<file path="src/hw/fault_flag_pkg.sv">
// Package: register map, field layout and timing constants of the fault flag block
package fault_flag_pkg;
  // Register byte offsets
  localparam logic [7:0] OFS_CONFIG = 8'h00;
  localparam logic [7:0] OFS_POWER = 8'h04;
  localparam logic [7:0] OFS_TEST = 8'h08;
  localparam logic [7:0] OFS_COMPCAP = 8'h0c;
  localparam logic [7:0] OFS_SERVO = 8'h10;
  localparam logic [7:0] OFS_CONTROL = 8'h14;
  localparam logic [7:0] OFS_STATUS = 8'h18;
  localparam logic [7:0] OFS_IRQ_STAT = 8'h1c;
  localparam logic [7:0] OFS_IRQ_MASK = 8'h20;
  // Writable bits of each register; the rest are unused and read as zero
  localparam logic [7:0] MASK_CONFIG = 8'h0a;
  localparam logic [7:0] MASK_POWER = 8'h03;
  localparam logic [7:0] MASK_TEST = 8'h07;
  localparam logic [7:0] MASK_COMPCAP = 8'h07;
  localparam logic [7:0] MASK_SERVO = 8'h03;
  localparam logic [7:0] MASK_CONTROL = 8'h03;
  localparam logic [7:0] MASK_IRQ = 8'h07;
  localparam logic [7:0] REG_RESET = 8'h00;
  // Field positions
  localparam int CFG_WRITE_INHIBIT_ENABLE = 1;
  localparam int CFG_FAULT_REPORT_SELECT = 3;
  localparam int TEST_ASPERITY = 2;
  localparam int TEST_LSB = 0;
  localparam int COMPCAP_THRESHOLD = 2;
  localparam int CTRL_WRITE_GATE = 0;
  localparam int CTRL_ANALOG_TEST = 1;
  localparam int IRQ_FAULT_SET = 0;
  localparam int IRQ_FAULT_CLEAR = 1;
  localparam int IRQ_ASPERITY = 2;
  // Encodings
  localparam logic [1:0] PWR_SLEEP = 2'h0;
  localparam logic [1:0] PWR_ACTIVE = 2'h3;
  localparam logic [2:0] TEST_NORMAL = 3'h0;
  localparam logic [1:0] RESP_OKAY = 2'h0;
  localparam logic [1:0] RESP_SLVERR = 2'h2;
  // Timing
  localparam int CLK_MHZ = 50;
  localparam int RELEASE_MIN_NS = 500;
  localparam int RELEASE_MAX_NS = 1000;
  localparam int OPEN_DETECT_NS = 15;
  // Least time rounds up
  localparam int RELEASE_CYCLES = (RELEASE_MIN_NS * CLK_MHZ + 999) / 1000;
  localparam int RELEASE_MAX_CYCLES = (RELEASE_MAX_NS * CLK_MHZ) / 1000;
  localparam int BLANK_RAW = (OPEN_DETECT_NS * CLK_MHZ + 999) / 1000;
  localparam int BLANK_CYCLES = (BLANK_RAW < 1) ? 1 : BLANK_RAW;
  typedef enum logic [2:0] {
    MODE_OFF, MODE_READ, MODE_WRITE, MODE_TEST_HIGH, MODE_ASPERITY, MODE_SERVO, MODE_ANALOG
  } mode_e;
endpackage

</file>
<file path="src/hw/head_fault_flag.sv">
// Head fault flag block with AXI4-Lite programming registers
`timescale 1ns/100ps
module head_fault_flag
  import fault_flag_pkg::*;
#(
  parameter int HOLD_CYCLES = fault_flag_pkg::RELEASE_CYCLES
) (
  input wire logic aclk,
  input wire logic aresetn,
  input wire logic ce,
  // AXI4-Lite slave
  input wire logic [7:0] s_axi_awaddr,
  input wire logic s_axi_awvalid,
  output logic s_axi_awready,
  input wire logic [31:0] s_axi_wdata,
  input wire logic [3:0] s_axi_wstrb,
  input wire logic s_axi_wvalid,
  output logic s_axi_wready,
  output logic [1:0] s_axi_bresp,
  output logic s_axi_bvalid,
  input wire logic s_axi_bready,
  input wire logic [7:0] s_axi_araddr,
  input wire logic s_axi_arvalid,
  output logic s_axi_arready,
  output logic [31:0] s_axi_rdata,
  output logic [1:0] s_axi_rresp,
  output logic s_axi_rvalid,
  input wire logic s_axi_rready,
  // Analog detector outputs
  input wire logic ref_resistor_fault,
  input wire logic vcc_low,
  input wire logic vcc_wd_low,
  input wire logic write_data_slow,
  input wire logic write_head_open,
  input wire logic unselected_head_biased,
  input wire logic thermal_asperity_detector,
  // Open-collector flag, analog controls and interrupt
  output logic head_fault_flag_o,
  output logic head_fault_flag_oe,
  output logic write_current_inhibit,
  output logic [1:0] asperity_threshold,
  output logic irq
);
  import fault_flag_pkg::*;

  // ****************************************
  // Register state
  // ****************************************
  logic [7:0] config_q;
  logic [7:0] power_q;
  logic [7:0] test_q;
  logic [7:0] compcap_q;
  logic [7:0] servo_q;
  logic [7:0] control_q;
  logic [7:0] irq_stat_q;
  logic [7:0] irq_mask_q;

  // AXI handshake state
  logic aw_held_q;
  logic w_held_q;
  logic [7:0] aw_addr_q;
  logic [7:0] w_data_q;
  logic w_lane_q;
  logic wr_go;
  logic rd_go;
  logic wr_hit;
  logic rd_hit;
  logic [7:0] rd_val;

  // Mode and detector state
  mode_e mode;
  logic write_q;
  logic [$clog2(BLANK_CYCLES + 1)-1:0] blank_q;
  logic blanking;
  logic fault_raw;
  logic fault_held;
  logic fault_held_q;
  logic flag_low;
  logic [7:0] irq_event;

  // ****************************************
  // AXI4-Lite write channel
  // ****************************************
  // Address and data taken in either order; each ready drops when taken, returns after the response
  always_ff @(posedge aclk) begin
    if (!aresetn) begin
      aw_held_q <= 1'b0;
      w_held_q <= 1'b0;
      aw_addr_q <= 8'h00;
      w_data_q <= 8'h00;
      w_lane_q <= 1'b0;
      s_axi_awready <= 1'b0;
      s_axi_wready <= 1'b0;
    end else if (ce) begin
      s_axi_awready <= s_axi_awready ? !s_axi_awvalid : (!aw_held_q && (!s_axi_bvalid || s_axi_bready));
      s_axi_wready <= s_axi_wready ? !s_axi_wvalid : (!w_held_q && (!s_axi_bvalid || s_axi_bready));
      if (s_axi_awvalid && s_axi_awready) begin
        aw_held_q <= 1'b1;
        aw_addr_q <= s_axi_awaddr;
      end else if (wr_go) begin
        aw_held_q <= 1'b0;
      end
      if (s_axi_wvalid && s_axi_wready) begin
        w_held_q <= 1'b1;
        w_data_q <= s_axi_wdata[7:0];
        w_lane_q <= s_axi_wstrb[0];
      end else if (wr_go) begin
        w_held_q <= 1'b0;
      end
    end
  end

  assign wr_go = aw_held_q && w_held_q && !s_axi_bvalid;
  // Address decode for writes; a write to the read-only status register still answers OKAY and is ignored
  always_comb begin
    case (aw_addr_q)
      OFS_CONFIG, OFS_POWER, OFS_TEST, OFS_COMPCAP, OFS_SERVO, OFS_CONTROL,
      OFS_STATUS, OFS_IRQ_STAT, OFS_IRQ_MASK: wr_hit = 1'b1;
      default: wr_hit = 1'b0;
    endcase
  end

  // Write response, one cycle after both halves are held
  always_ff @(posedge aclk) begin
    if (!aresetn) begin
      s_axi_bvalid <= 1'b0;
      s_axi_bresp <= RESP_OKAY;
    end else if (ce) begin
      if (wr_go) begin
        s_axi_bvalid <= 1'b1;
        s_axi_bresp <= wr_hit ? RESP_OKAY : RESP_SLVERR;
      end else if (s_axi_bready) begin
        s_axi_bvalid <= 1'b0;
      end
    end
  end

  // ****************************************
  // Programming registers
  // ****************************************
  // Only defined bits take data; byte lane 0 carries every field
  always_ff @(posedge aclk) begin
    if (!aresetn) begin
      config_q <= REG_RESET;
      power_q <= REG_RESET;
      test_q <= REG_RESET;
      compcap_q <= REG_RESET;
      servo_q <= REG_RESET;
      control_q <= REG_RESET;
      irq_mask_q <= REG_RESET;
    end else if (ce && wr_go && w_lane_q) begin
      case (aw_addr_q)
        OFS_CONFIG: config_q <= w_data_q & MASK_CONFIG;
        OFS_POWER: power_q <= w_data_q & MASK_POWER;
        OFS_TEST: test_q <= w_data_q & MASK_TEST;
        OFS_COMPCAP: compcap_q <= w_data_q & MASK_COMPCAP;
        OFS_SERVO: servo_q <= w_data_q & MASK_SERVO;
        OFS_CONTROL: control_q <= w_data_q & MASK_CONTROL;
        OFS_IRQ_MASK: irq_mask_q <= w_data_q & MASK_IRQ;
        default: ;
      endcase
    end
  end

  // ****************************************
  // AXI4-Lite read channel
  // ****************************************
  assign rd_go = s_axi_arvalid && s_axi_arready;
  // Read mux; status shows live flag, detector and mode state
  always_comb begin
    rd_hit = 1'b1;
    case (s_axi_araddr)
      OFS_CONFIG: rd_val = config_q;
      OFS_POWER: rd_val = power_q;
      OFS_TEST: rd_val = test_q;
      OFS_COMPCAP: rd_val = compcap_q;
      OFS_SERVO: rd_val = servo_q;
      OFS_CONTROL: rd_val = control_q;
      OFS_STATUS: rd_val = {1'b0, 3'(mode), write_current_inhibit, blanking, fault_held_q, head_fault_flag_oe};
      OFS_IRQ_STAT: rd_val = irq_stat_q;
      OFS_IRQ_MASK: rd_val = irq_mask_q;
      default: begin
        rd_val = 8'h00;
        rd_hit = 1'b0;
      end
    endcase
  end

  // Read data answers one cycle after the address is taken; ready rests until it is taken
  always_ff @(posedge aclk) begin
    if (!aresetn) begin
      s_axi_rvalid <= 1'b0;
      s_axi_rdata <= 32'h00000000;
      s_axi_rresp <= RESP_OKAY;
      s_axi_arready <= 1'b0;
    end else if (ce) begin
      s_axi_arready <= s_axi_arready ? !s_axi_arvalid : (!s_axi_rvalid || s_axi_rready);
      if (rd_go) begin
        s_axi_rvalid <= 1'b1;
        s_axi_rdata <= {24'h000000, rd_val};
        s_axi_rresp <= rd_hit ? RESP_OKAY : RESP_SLVERR;
      end else if (s_axi_rready) begin
        s_axi_rvalid <= 1'b0;
      end
    end
  end

  // ****************************************
  // Operating mode decode
  // ****************************************
  // Power-off first, then servo: it overrides every other mode while writing
  always_comb begin
    if (power_q[1:0] != PWR_ACTIVE) begin
      mode = MODE_OFF;
    end else if (control_q[CTRL_WRITE_GATE] && servo_q[1:0] != 2'h0) begin
      mode = MODE_SERVO;
    end else if (control_q[CTRL_ANALOG_TEST]) begin
      mode = MODE_ANALOG;
    end else if (test_q[TEST_ASPERITY]) begin
      mode = MODE_ASPERITY;
    end else if (test_q[2:0] != TEST_NORMAL) begin
      mode = MODE_TEST_HIGH;
    end else if (control_q[CTRL_WRITE_GATE]) begin
      mode = MODE_WRITE;
    end else begin
      mode = MODE_READ;
    end
  end

  // ****************************************
  // Write entry blanking
  // ****************************************
  // Switching transient would look like an open head, so detection waits
  always_ff @(posedge aclk) begin
    if (!aresetn) begin
      write_q <= 1'b0;
      blank_q <= '0;
    end else if (ce) begin
      write_q <= (mode == MODE_WRITE);
      if (mode == MODE_WRITE && !write_q) begin
        blank_q <= ($bits(blank_q))'(BLANK_CYCLES);
      end else if (blank_q != '0) begin
        blank_q <= blank_q - ($bits(blank_q))'(1);
      end
    end
  end

  assign blanking = (mode == MODE_WRITE) && (!write_q || blank_q != '0);

  // ****************************************
  // Shared fault detector
  // ****************************************
  // One raw fault term feeds a single hold counter for every mode
  always_comb begin
    case (mode)
      MODE_READ: fault_raw = ref_resistor_fault || vcc_low || vcc_wd_low;
      MODE_WRITE: fault_raw = !blanking && (ref_resistor_fault || vcc_low || vcc_wd_low
                              || write_data_slow || write_head_open || unselected_head_biased);
      MODE_ASPERITY: fault_raw = thermal_asperity_detector;
      default: fault_raw = 1'b0;
    endcase
  end

  fault_hold #(
    .HOLD_CYCLES(HOLD_CYCLES)
  ) u_hold (
    .aclk(aclk),
    .aresetn(aresetn),
    .ce(ce),
    .fault_raw(fault_raw),
    .held(fault_held)
  );

  // ****************************************
  // Flag level per mode
  // ****************************************
  // Low means the open-collector transistor conducts
  always_comb begin
    case (mode)
      MODE_OFF: flag_low = 1'b0;
      MODE_READ: flag_low = !config_q[CFG_FAULT_REPORT_SELECT] && fault_held;
      MODE_WRITE: begin
        if (config_q[CFG_FAULT_REPORT_SELECT]) begin
          flag_low = 1'b1;
        end else if (blanking) begin
          flag_low = 1'b1;
        end else begin
          flag_low = !fault_held;
        end
      end
      MODE_ASPERITY: flag_low = fault_held;
      MODE_SERVO: flag_low = 1'b1;
      MODE_ANALOG: flag_low = 1'b0;
      MODE_TEST_HIGH: flag_low = 1'b0;
      default: flag_low = 1'b0;
    endcase
  end

  // Registered pin drive; never drives high, pull-up is external
  always_ff @(posedge aclk) begin
    if (!aresetn) begin
      head_fault_flag_o <= 1'b0;
      head_fault_flag_oe <= 1'b0;
    end else if (ce) begin
      head_fault_flag_o <= 1'b0;
      head_fault_flag_oe <= flag_low;
    end
  end

  // Write current inhibit and asperity threshold select
  always_ff @(posedge aclk) begin
    if (!aresetn) begin
      write_current_inhibit <= 1'b0;
      asperity_threshold <= 2'h0;
    end else if (ce) begin
      write_current_inhibit <= (mode == MODE_WRITE) && !blanking && fault_held
                               && !config_q[CFG_WRITE_INHIBIT_ENABLE];
      asperity_threshold <= {compcap_q[COMPCAP_THRESHOLD], test_q[TEST_LSB]};
    end
  end

  // ****************************************
  // Interrupts
  // ****************************************
  always_comb begin
    irq_event = 8'h00;
    irq_event[IRQ_FAULT_SET] = fault_held && !fault_held_q;
    irq_event[IRQ_FAULT_CLEAR] = !fault_held && fault_held_q;
    irq_event[IRQ_ASPERITY] = (mode == MODE_ASPERITY) && thermal_asperity_detector;
  end

  // Sticky status, write one to clear; a new event wins over the clear
  always_ff @(posedge aclk) begin
    if (!aresetn) begin
      irq_stat_q <= REG_RESET;
      fault_held_q <= 1'b0;
      irq <= 1'b0;
    end else if (ce) begin
      fault_held_q <= fault_held;
      if (wr_go && w_lane_q && aw_addr_q == OFS_IRQ_STAT) begin
        irq_stat_q <= ((irq_stat_q & ~w_data_q) | irq_event) & MASK_IRQ;
      end else begin
        irq_stat_q <= (irq_stat_q | irq_event) & MASK_IRQ;
      end
      irq <= |(irq_stat_q & irq_mask_q);
    end
  end
endmodule

</file>
<file path="src/hw/fault_hold.sv">
// Retriggerable hold counter that stretches a fault until its release delay passes
`timescale 1ns/100ps
module fault_hold #(
  parameter int HOLD_CYCLES = 25
) (
  input wire logic aclk,
  input wire logic aresetn,
  input wire logic ce,
  input wire logic fault_raw,
  output logic held
);
  localparam int CW = $clog2(HOLD_CYCLES + 1);
  localparam logic [CW-1:0] HOLD_LOAD = CW'(HOLD_CYCLES);
  logic [CW-1:0] count_q;

  // Restarted by each detected fault, counts down after the last one
  always_ff @(posedge aclk) begin
    if (!aresetn) begin
      count_q <= '0;
    end else if (ce) begin
      if (fault_raw) begin
        count_q <= HOLD_LOAD;
      end else if (count_q != '0) begin
        count_q <= count_q - CW'(1);
      end
    end
  end

  assign held = fault_raw || (count_q != '0);
endmodule

</file>
<file path="config.mk">
export PLATFORM = sky130hd
export DESIGN_NAME = head_fault_flag
export DESIGN_NICKNAME = d
export VERILOG_FILES = /design/src/hw/fault_flag_pkg.sv /design/src/hw/head_fault_flag.sv /design/src/hw/fault_hold.sv
export SDC_FILE = /design/constraint.sdc
export NUM_CORES = 1
export LEC_CHECK = 0
export BUFFER_PORTS_ARGS = -buffer_cell sky130_fd_sc_hd__buf_4
export CAP_MARGIN = 20
export CORE_UTILIZATION = 50
export CTS_BUF_LIST = sky130_fd_sc_hd__clkbuf_16
export CTS_CLUSTER_SIZE = 25
export DETAILED_ROUTE_END_ITERATION = 8
export GPL_TIMING_DRIVEN = 1
export PLACE_DENSITY = 0.82
export SYNTH_ARGS = -nofsm -noshare
export SYNTH_HDL_FRONTEND = slang
export SYNTH_HIERARCHICAL = 1
export SYNTH_SLANG_ARGS = --single-unit
</file>
<file path="constraint.sdc">
create_clock -name aclk -period 3.7 [get_ports aclk]
set_clock_uncertainty 0.1 [all_clocks]
set_input_delay 0.37 -clock aclk [delete_from_list [all_inputs] [get_ports aclk]]
set_output_delay 0.37 -clock aclk [all_outputs]
set_load 0.005 [all_outputs]
</file>
==> results.toml, run 1 <==
[die]
rows = 28
dieHeight_um = 81.9
die_area_mm2 = 0.00670
die_w_um = 81.9
core_mm2 = 0.00603
start_util = 0.529
ios = 114

[sta]
rsz0062_at_grt = "no"
min_period_over_period = 0.854
maxSlewViolCount = 0
fin_crit_ns = 3.16
holdWs_ns = 0.177
worstMarginPinSlew_ns = 0.734
max_freq_ghz = 0.317
slew_headroom = 0.506
tns_ns = 0
finalHoldViolations = 0
finalSetupViolations = 0

[route]
routed-via-count = 2805
routed_wl_um = 7110
ant_nets = 0
wl_per_cell_um = 14.5
drt-vias-per-instance = 5.71
dr.pass1.iters = 5
drc = 0
dr.first_iter.drc_count = 349

[power_and_ir_drop]
p_seq_frac = 0.421
irDropWorstVdd_v = 0.000338
power_density_mw_per_mm2 = 477
power.leakage_uw = 0.00165
combPwrFrac = 0.185
clkPwrFrac = 0.394
p_int_uw = 1310
power_switching_uw = 476
swShare = 0.267
power_uw = 1790

[setup_path]
arrival_ns = 3.26
endpoint_kind = "flop"
crit_type = "flop to flop"
cpMaxStageDelayCell = "o31ai_1"
max_stage_delay_ns = 0.64
critical_path_buf_inv_count = 1
cp_max_fo = 8
worstPathCellList = "nor4_1 -> nand4b_1 -> o31ai_1 -> inv_1 -> nand3_1 -> nor2b_1 -> mux2_2 -> a221oi_1 -> o21ai_0"
cp.required_ns = 3.80
cp_top_family = "compound AO/OA/AOI/OAI gates"
start_kind = "flop"

[layout]
final_cell_area_mm2 = 0.00374
synthToLayoutAreaGrowth_pct = 17.4
fill_cells = 516
final_nets = 481
layout-drive-gt1-share = 0.173
num_antenna_cells = 0

[placement]
port_buffers = 54
gp_congestion = 0.867
hpwl_um = 5030
postPlaceCellArea_mm2 = 0.00350

[grt]
antenna_found_initial = 0
grt_pass1_vias = 2487
grt_max_degree = 38
grt_usage = 0.229
grt_pass1_wl_um = 11700
grt-ovfl-total = 0

[synth]
synth_edf_count = 0
synth_top_area_frac = 0.389
yosysSeqAreaShare = 0.389
synthCells = 371
synth_area_leader_cell = "dfxtp_1"
ys.flop_type = "dfxtp_1"
synth.distinct_cells = 59
async_reset_ff_frac = 0
yosysWarnings = 6
synthTopCellsByArea = "dfxtp_1 (39%), mux2i_1 (9.4%), buf_4 (6.6%)"
synth_seq_cells = 62
avgSynthCellArea_um2 = 8.60
netlist_area_mm2 = 0.00319

[clock_tree]
cts_buffer_depth = 2
cts_resized = 0
clk_latency_ns = 0.32
cts_root_buffer = "clkbuf_16"
cts_setup_buffers = 0
ctsHoldBuffers = 0
cts_tree = "built"
clk_pin_slew_ns = 0.05
htreeDepth = 3
cts-buffers-inserted = 9
cts.sinks = 62

[run]
max_cap_violations = 0

[status]
outcome = "complete, no violations"

[hold_path]
min_path_type = "input port to flop"
## flip-flops by register name, indices dropped and copies added (netlist names), 2 cells and up
signal and cells:
asperity_threshold 2, config_q 2, irq_stat_q 3, u_hold/count_q 5
compcap_q 3, power_q 2, test_q 3, irq_mask_q 3
aw_addr_q 8, control_q 2, s_axi_rdata 7, servo_q 2
w_data_q 4
## Yosys cell counts, drive strengths merged (5+ instances only)
cell,instances
inv,9
nand3b,8
nand3,8
buf,33
nor4b,6
clkbuf,18
nor2,40
nor3,5
o21ai,8
nand2b,8
nand4,8
a21oi,25
nand2,35
dfxtp,62
mux2i,30
## logic make-up (layout without fill, tap and decap cells)
| group | count (synthesis) | in the layout | share of synthesized area |
|---|---|---|---|
| other | 1 | 28 | 0.00118 |
| muxes | 33 | 33 | 0.108 |
| buffers and inverters | 60 | 78 | 0.104 |
| and+or+nand+nor | 146 | 146 | 0.245 |
| AOI/OAI and AO/OA | 68 | 68 | 0.148 |
| adders and majority gates | 1 | 1 | 0.00392 |
| DFF | 62 | 62 | 0.389 |
## routing by layer
layer  track usage  up-vias  wire length [um]
met3        0.0344       14               455
met5             0        -                 0
met2         0.378      137              3480
met4         0.125        0               155
met1         0.285     1290              3010
li1              -     1364                 -
## cell usage in the layout, fill, tap and decap left out, types with 3 or more instances in the layout
master     netlist  final
nor4b_1          6      6
a211oi_1         4      4
mux2i_1         30     30
buf_4           28     55
nor3_1           5      5
a21oi_1         25     25
conb_1           1     28
nor2_1          40     40
o31ai_1          4      4
o21ai_0          8      8
nor4_1           3      3
or3_1            3      3
dfxtp_1         62     62
or4_1            3      3
nand3_1          8      8
clkbuf_16        0      9
nor2b_1          4      4
nand2b_1         8      8
nand4_1          8      8
inv_1            9     10
nand3b_1         8      8
nand2_1         35     35
clkinv_1         0      3
## final cells by class
cell class / instances / area, um2 / area share
multi-input combinational: 276 / 1720 / 0.459
inverter: 9 / 33.8 / 0.00902
sequential: 62 / 1240 / 0.331
timing repair buffer: 55 / 413 / 0.110
clock inverter: 5 / 20.0 / 0.00535
tap: 75 / 93.8 / 0.0251
clock buffer: 9 / 225 / 0.0601
## power by group through the flow
stage | Clock (uW) | Combinational (uW) | Sequential (uW)
final | 703 | 330 | 752
after global routing | 742 | 360 | 757
after CTS | 716 | 328 | 751
after detailed placement | 0 | 324 | 764
after global placement | 0 | 313 | 760
after floorplan | 0 | 270 | 751
## per-stage QoR
step / setup slack, ns / instances / utilization
finish: 0.542 / 491 / 0.621
global route: 0.469 / 491 / 0.621
CTS: 0.619 / 491 / 0.621
detailed placement: 0.657 / 477 / 0.581
global placement: 0.713 / 477 / 0.581
floorplan: 1.12 / 398 / -
## worst reg2reg max path: stages, from the launching register on
cell and delay [ns]:
dfxtp_1 0.39, nor4_1 0.40, nand4b_1 0.18, o31ai_1 0.64
inv_1 0.21, nand3_1 0.22, nor2b_1 0.17, mux2_2 0.35
a221oi_1 0.25, o21ai_0 0.13
## worst paths after layout
| check | start | endpoint | slack, ns | cells past startpoint |
|---|---|---|---|---|
| worst max-delay path | test_q[2]$_SDFFE_PN0P_ | head_fault_flag_oe$_SDFFE_PN0P_ | 0.54 | 9 |
| worst min-delay path | s_axi_wdata[2] | w_data_q[2]$_SDFFE_PN0P_ | 0.18 | 3 |
| worst max register to register | test_q[2]$_SDFFE_PN0P_ | head_fault_flag_oe$_SDFFE_PN0P_ | 0.54 | 9 |
| worst min register to register | s_axi_rdata[6]$_SDFFE_PN0P_ | s_axi_rdata[6]$_SDFFE_PN0P_ | 0.35 | 2 |
(Power assumes the default switching activity.)
==> run 2: changes to the inputs <==
ABC_AREA = 1   (was not set)
==> run 2 against run 1 <==
Against the previous run: first-iteration DRC count decreased by 33%; worst setup slack better by 0.56 ns; synthesized area decreased by 0.78%; largest power group unchanged; clock power up 1%; synthesized cell count rose by 23%.
==> results.toml, run 2 <==
[status]
outcome = "complete, no violations"

[synth]
avgSynthCellArea_um2 = 6.94
synth_top_area_frac = 0.392
async_reset_ff_frac = 0
yosysMostFrequentCell = "nand2_1"
yosysSeqAreaShare = 0.392
synthTopCellsByCount = "nand2_1 (99), dfxtp_1 (62), a21oi_1 (48), inv_1 (47), o21ai_0 (41)"
yosysWarnings = 6
synthCells = 456
synth_edf_count = 0
synth_seq_cells = 62
netlist_area_mm2 = 0.00316
synth_area_leader_cell = "dfxtp_1"
ys.flop_type = "dfxtp_1"
synthTopCellsByArea = "dfxtp_1 (39%), nand2_1 (12%), a21oi_1 (7.6%)"
synth.distinct_cells = 34

[run]
max_cap_violations = 0

[die]
ios = 114
die_area_mm2 = 0.00665
dieHeight_um = 81.6
core_mm2 = 0.00603
rows = 28
die_w_um = 81.6
start_util = 0.525

[sta]
tns_ns = 0
max_freq_ghz = 0.384
min_period_over_period = 0.703
fin_crit_ns = 2.60
slew_headroom = 0.585
maxSlewViolCount = 0
finalHoldViolations = 0
worstMarginPinSlew_ns = 0.618
rsz0062_at_grt = "no"
finalSetupViolations = 0
setup_slack_ns = 1.10

[grt]
grt_use_met2 = 0.400
use_met3 = 0.0489
grt_pass1_vias = 2818
grt_max_degree = 41
grt_pass1_wl_um = 12300
grt.busiest_layer = "met2"
grt_usage = 0.245
antenna_found_initial = 0
met1_usage = 0.300
grt-ovfl-total = 0

[power_and_ir_drop]
power_density_mw_per_mm2 = 464
irDropWorstVdd_v = 0.000262
power.leakage_uw = 0.00171

[route]
ant_nets = 0
drc = 0
routed_wl_um = 7480
dr.pass1.iters = 5
dr.first_iter.drc_count = 235
wl_per_cell_um = 12.7
routed-via-count = 3069
drt-vias-per-instance = 5.21

[layout]
num_antenna_cells = 0
fin_util = 0.624
mostFrequentLayoutCell = "nand2_1"
regMostFlops = "aw_addr_q"
largestRegisters = "aw_addr_q: 8 flops, s_axi_rdata: 7 flops, u_hold/count_q: 5 flops"
multi_input_area_mm2 = 0.00157
fin_cells = 589
final_nets = 579
synthToLayoutAreaGrowth_pct = 18.9
seqCellArea_mm2 = 0.00124
fill_cells = 562
layout-drive-gt1-share = 0.173
largest_reg_flops = 8
layout_common_cells = "nand2_1 (99), dfxtp_1 (62), buf_4 (54)"

[placement]
gp_congestion = 0.933
port_buffers = 54
place_inst = 575
dp_slack_ns = 1.14
hpwl_um = 5290

[clock_tree]
cts_root_buffer = "clkbuf_16"
cts_setup_buffers = 0
clk_pin_slew_ns = 0.05
cts_resized = 0
cts-buffers-inserted = 9
cts.sinks = 62
ctsHoldBuffers = 0
cts_buffer_depth = 2
htreeDepth = 3
cts_tree = "built"
clk_latency_ns = 0.32

[setup_path]
cp.required_ns = 3.82
crit_type = "flop to flop"
cp_max_fo = 8
arrival_ns = 2.72
endpoint_kind = "flop"
start_kind = "flop"

[hold_path]
min_path_type = "input port to flop"
[run 2: power by group]
part | internal, uW | switching [uW] | total, uW
clock network | 433 | 277 | 710
logic | 114 | 188 | 302
registers | 706 | 26.9 | 733
total | 1250 | 491 | 1740
[run 2: final timing paths]
path	startpoint	end	slack, ns	cells past startpoint
worst max-delay path	servo_q[1]$_SDFFE_PN0P_	head_fault_flag_oe$_SDFFE_PN0P_	1.10	16
worst min-delay path	s_axi_awaddr[7]	aw_addr_q[7]$_SDFFE_PN0P_	0.20	3
worst min register to register	aw_addr_q[0]$_SDFFE_PN0P_	aw_addr_q[0]$_SDFFE_PN0P_	0.35	2
worst max register to register	servo_q[1]$_SDFFE_PN0P_	head_fault_flag_oe$_SDFFE_PN0P_	1.10	16
[run 2: cells by family after synthesis]
| kind of cell | count (synthesis) | synth area share |
|---|---|---|
| simple gates | 202 | 0.296 |
| compound gates | 99 | 0.164 |
| buf+inv | 91 | 0.143 |
| flops | 62 | 0.392 |
| fa+ha+maj | 1 | 0.00395 |
| other cells | 1 | 0.00119 |
[run 2: worst max-delay path: stages (launching register included)]
cell      delay, ns
dfxtp_1        0.33
o21ai_2        0.26
nand2_1        0.09
nand2_1        0.15
inv_1          0.09
nor3_2         0.32
nand3_1        0.11
o211ai_1       0.26
nor2_4         0.10
nand3_4        0.12
inv_1          0.07
nor2_1         0.12
nand2_1        0.07
nand4_1        0.09
nand3_1        0.07
nor2_1         0.08
nor2_1         0.04
[run 2: area by class of cell]
| cell class | count | share of cell area |
|---|---|---|
| multi-input combinational | 330 | 0.418 |
| sequential | 62 | 0.330 |
| timing repair buffer | 54 | 0.108 |
| clock buffer | 9 | 0.0599 |
| inverter | 54 | 0.0542 |
| tap | 75 | 0.0249 |
| clock inverter | 5 | 0.00532 |
[run 2: stage by stage]
| stage | power [uW] | cell area, um2 | hold WS (ns) |
|---|---|---|---|
| 2_1_floorplan | 979 | 3270 | 0.320 |
| 3_3_place_gp | 1030 | 3520 | 0.331 |
| 3_5_place_dp | 1040 | 3520 | 0.347 |
| 4_1_cts | 1750 | 3760 | 0.201 |
| 5_1_grt | 1830 | 3760 | 0.220 |
| 6_report | 1740 | 3760 | 0.202 |
[run 2: layer usage]
metal | up-vias | wire length (um)
li1 | 1545 | -
met1 | 1372 | 3300
met2 | 133 | 3490
met3 | 19 | 508
met4 | 0 | 188
met5 | - | 0
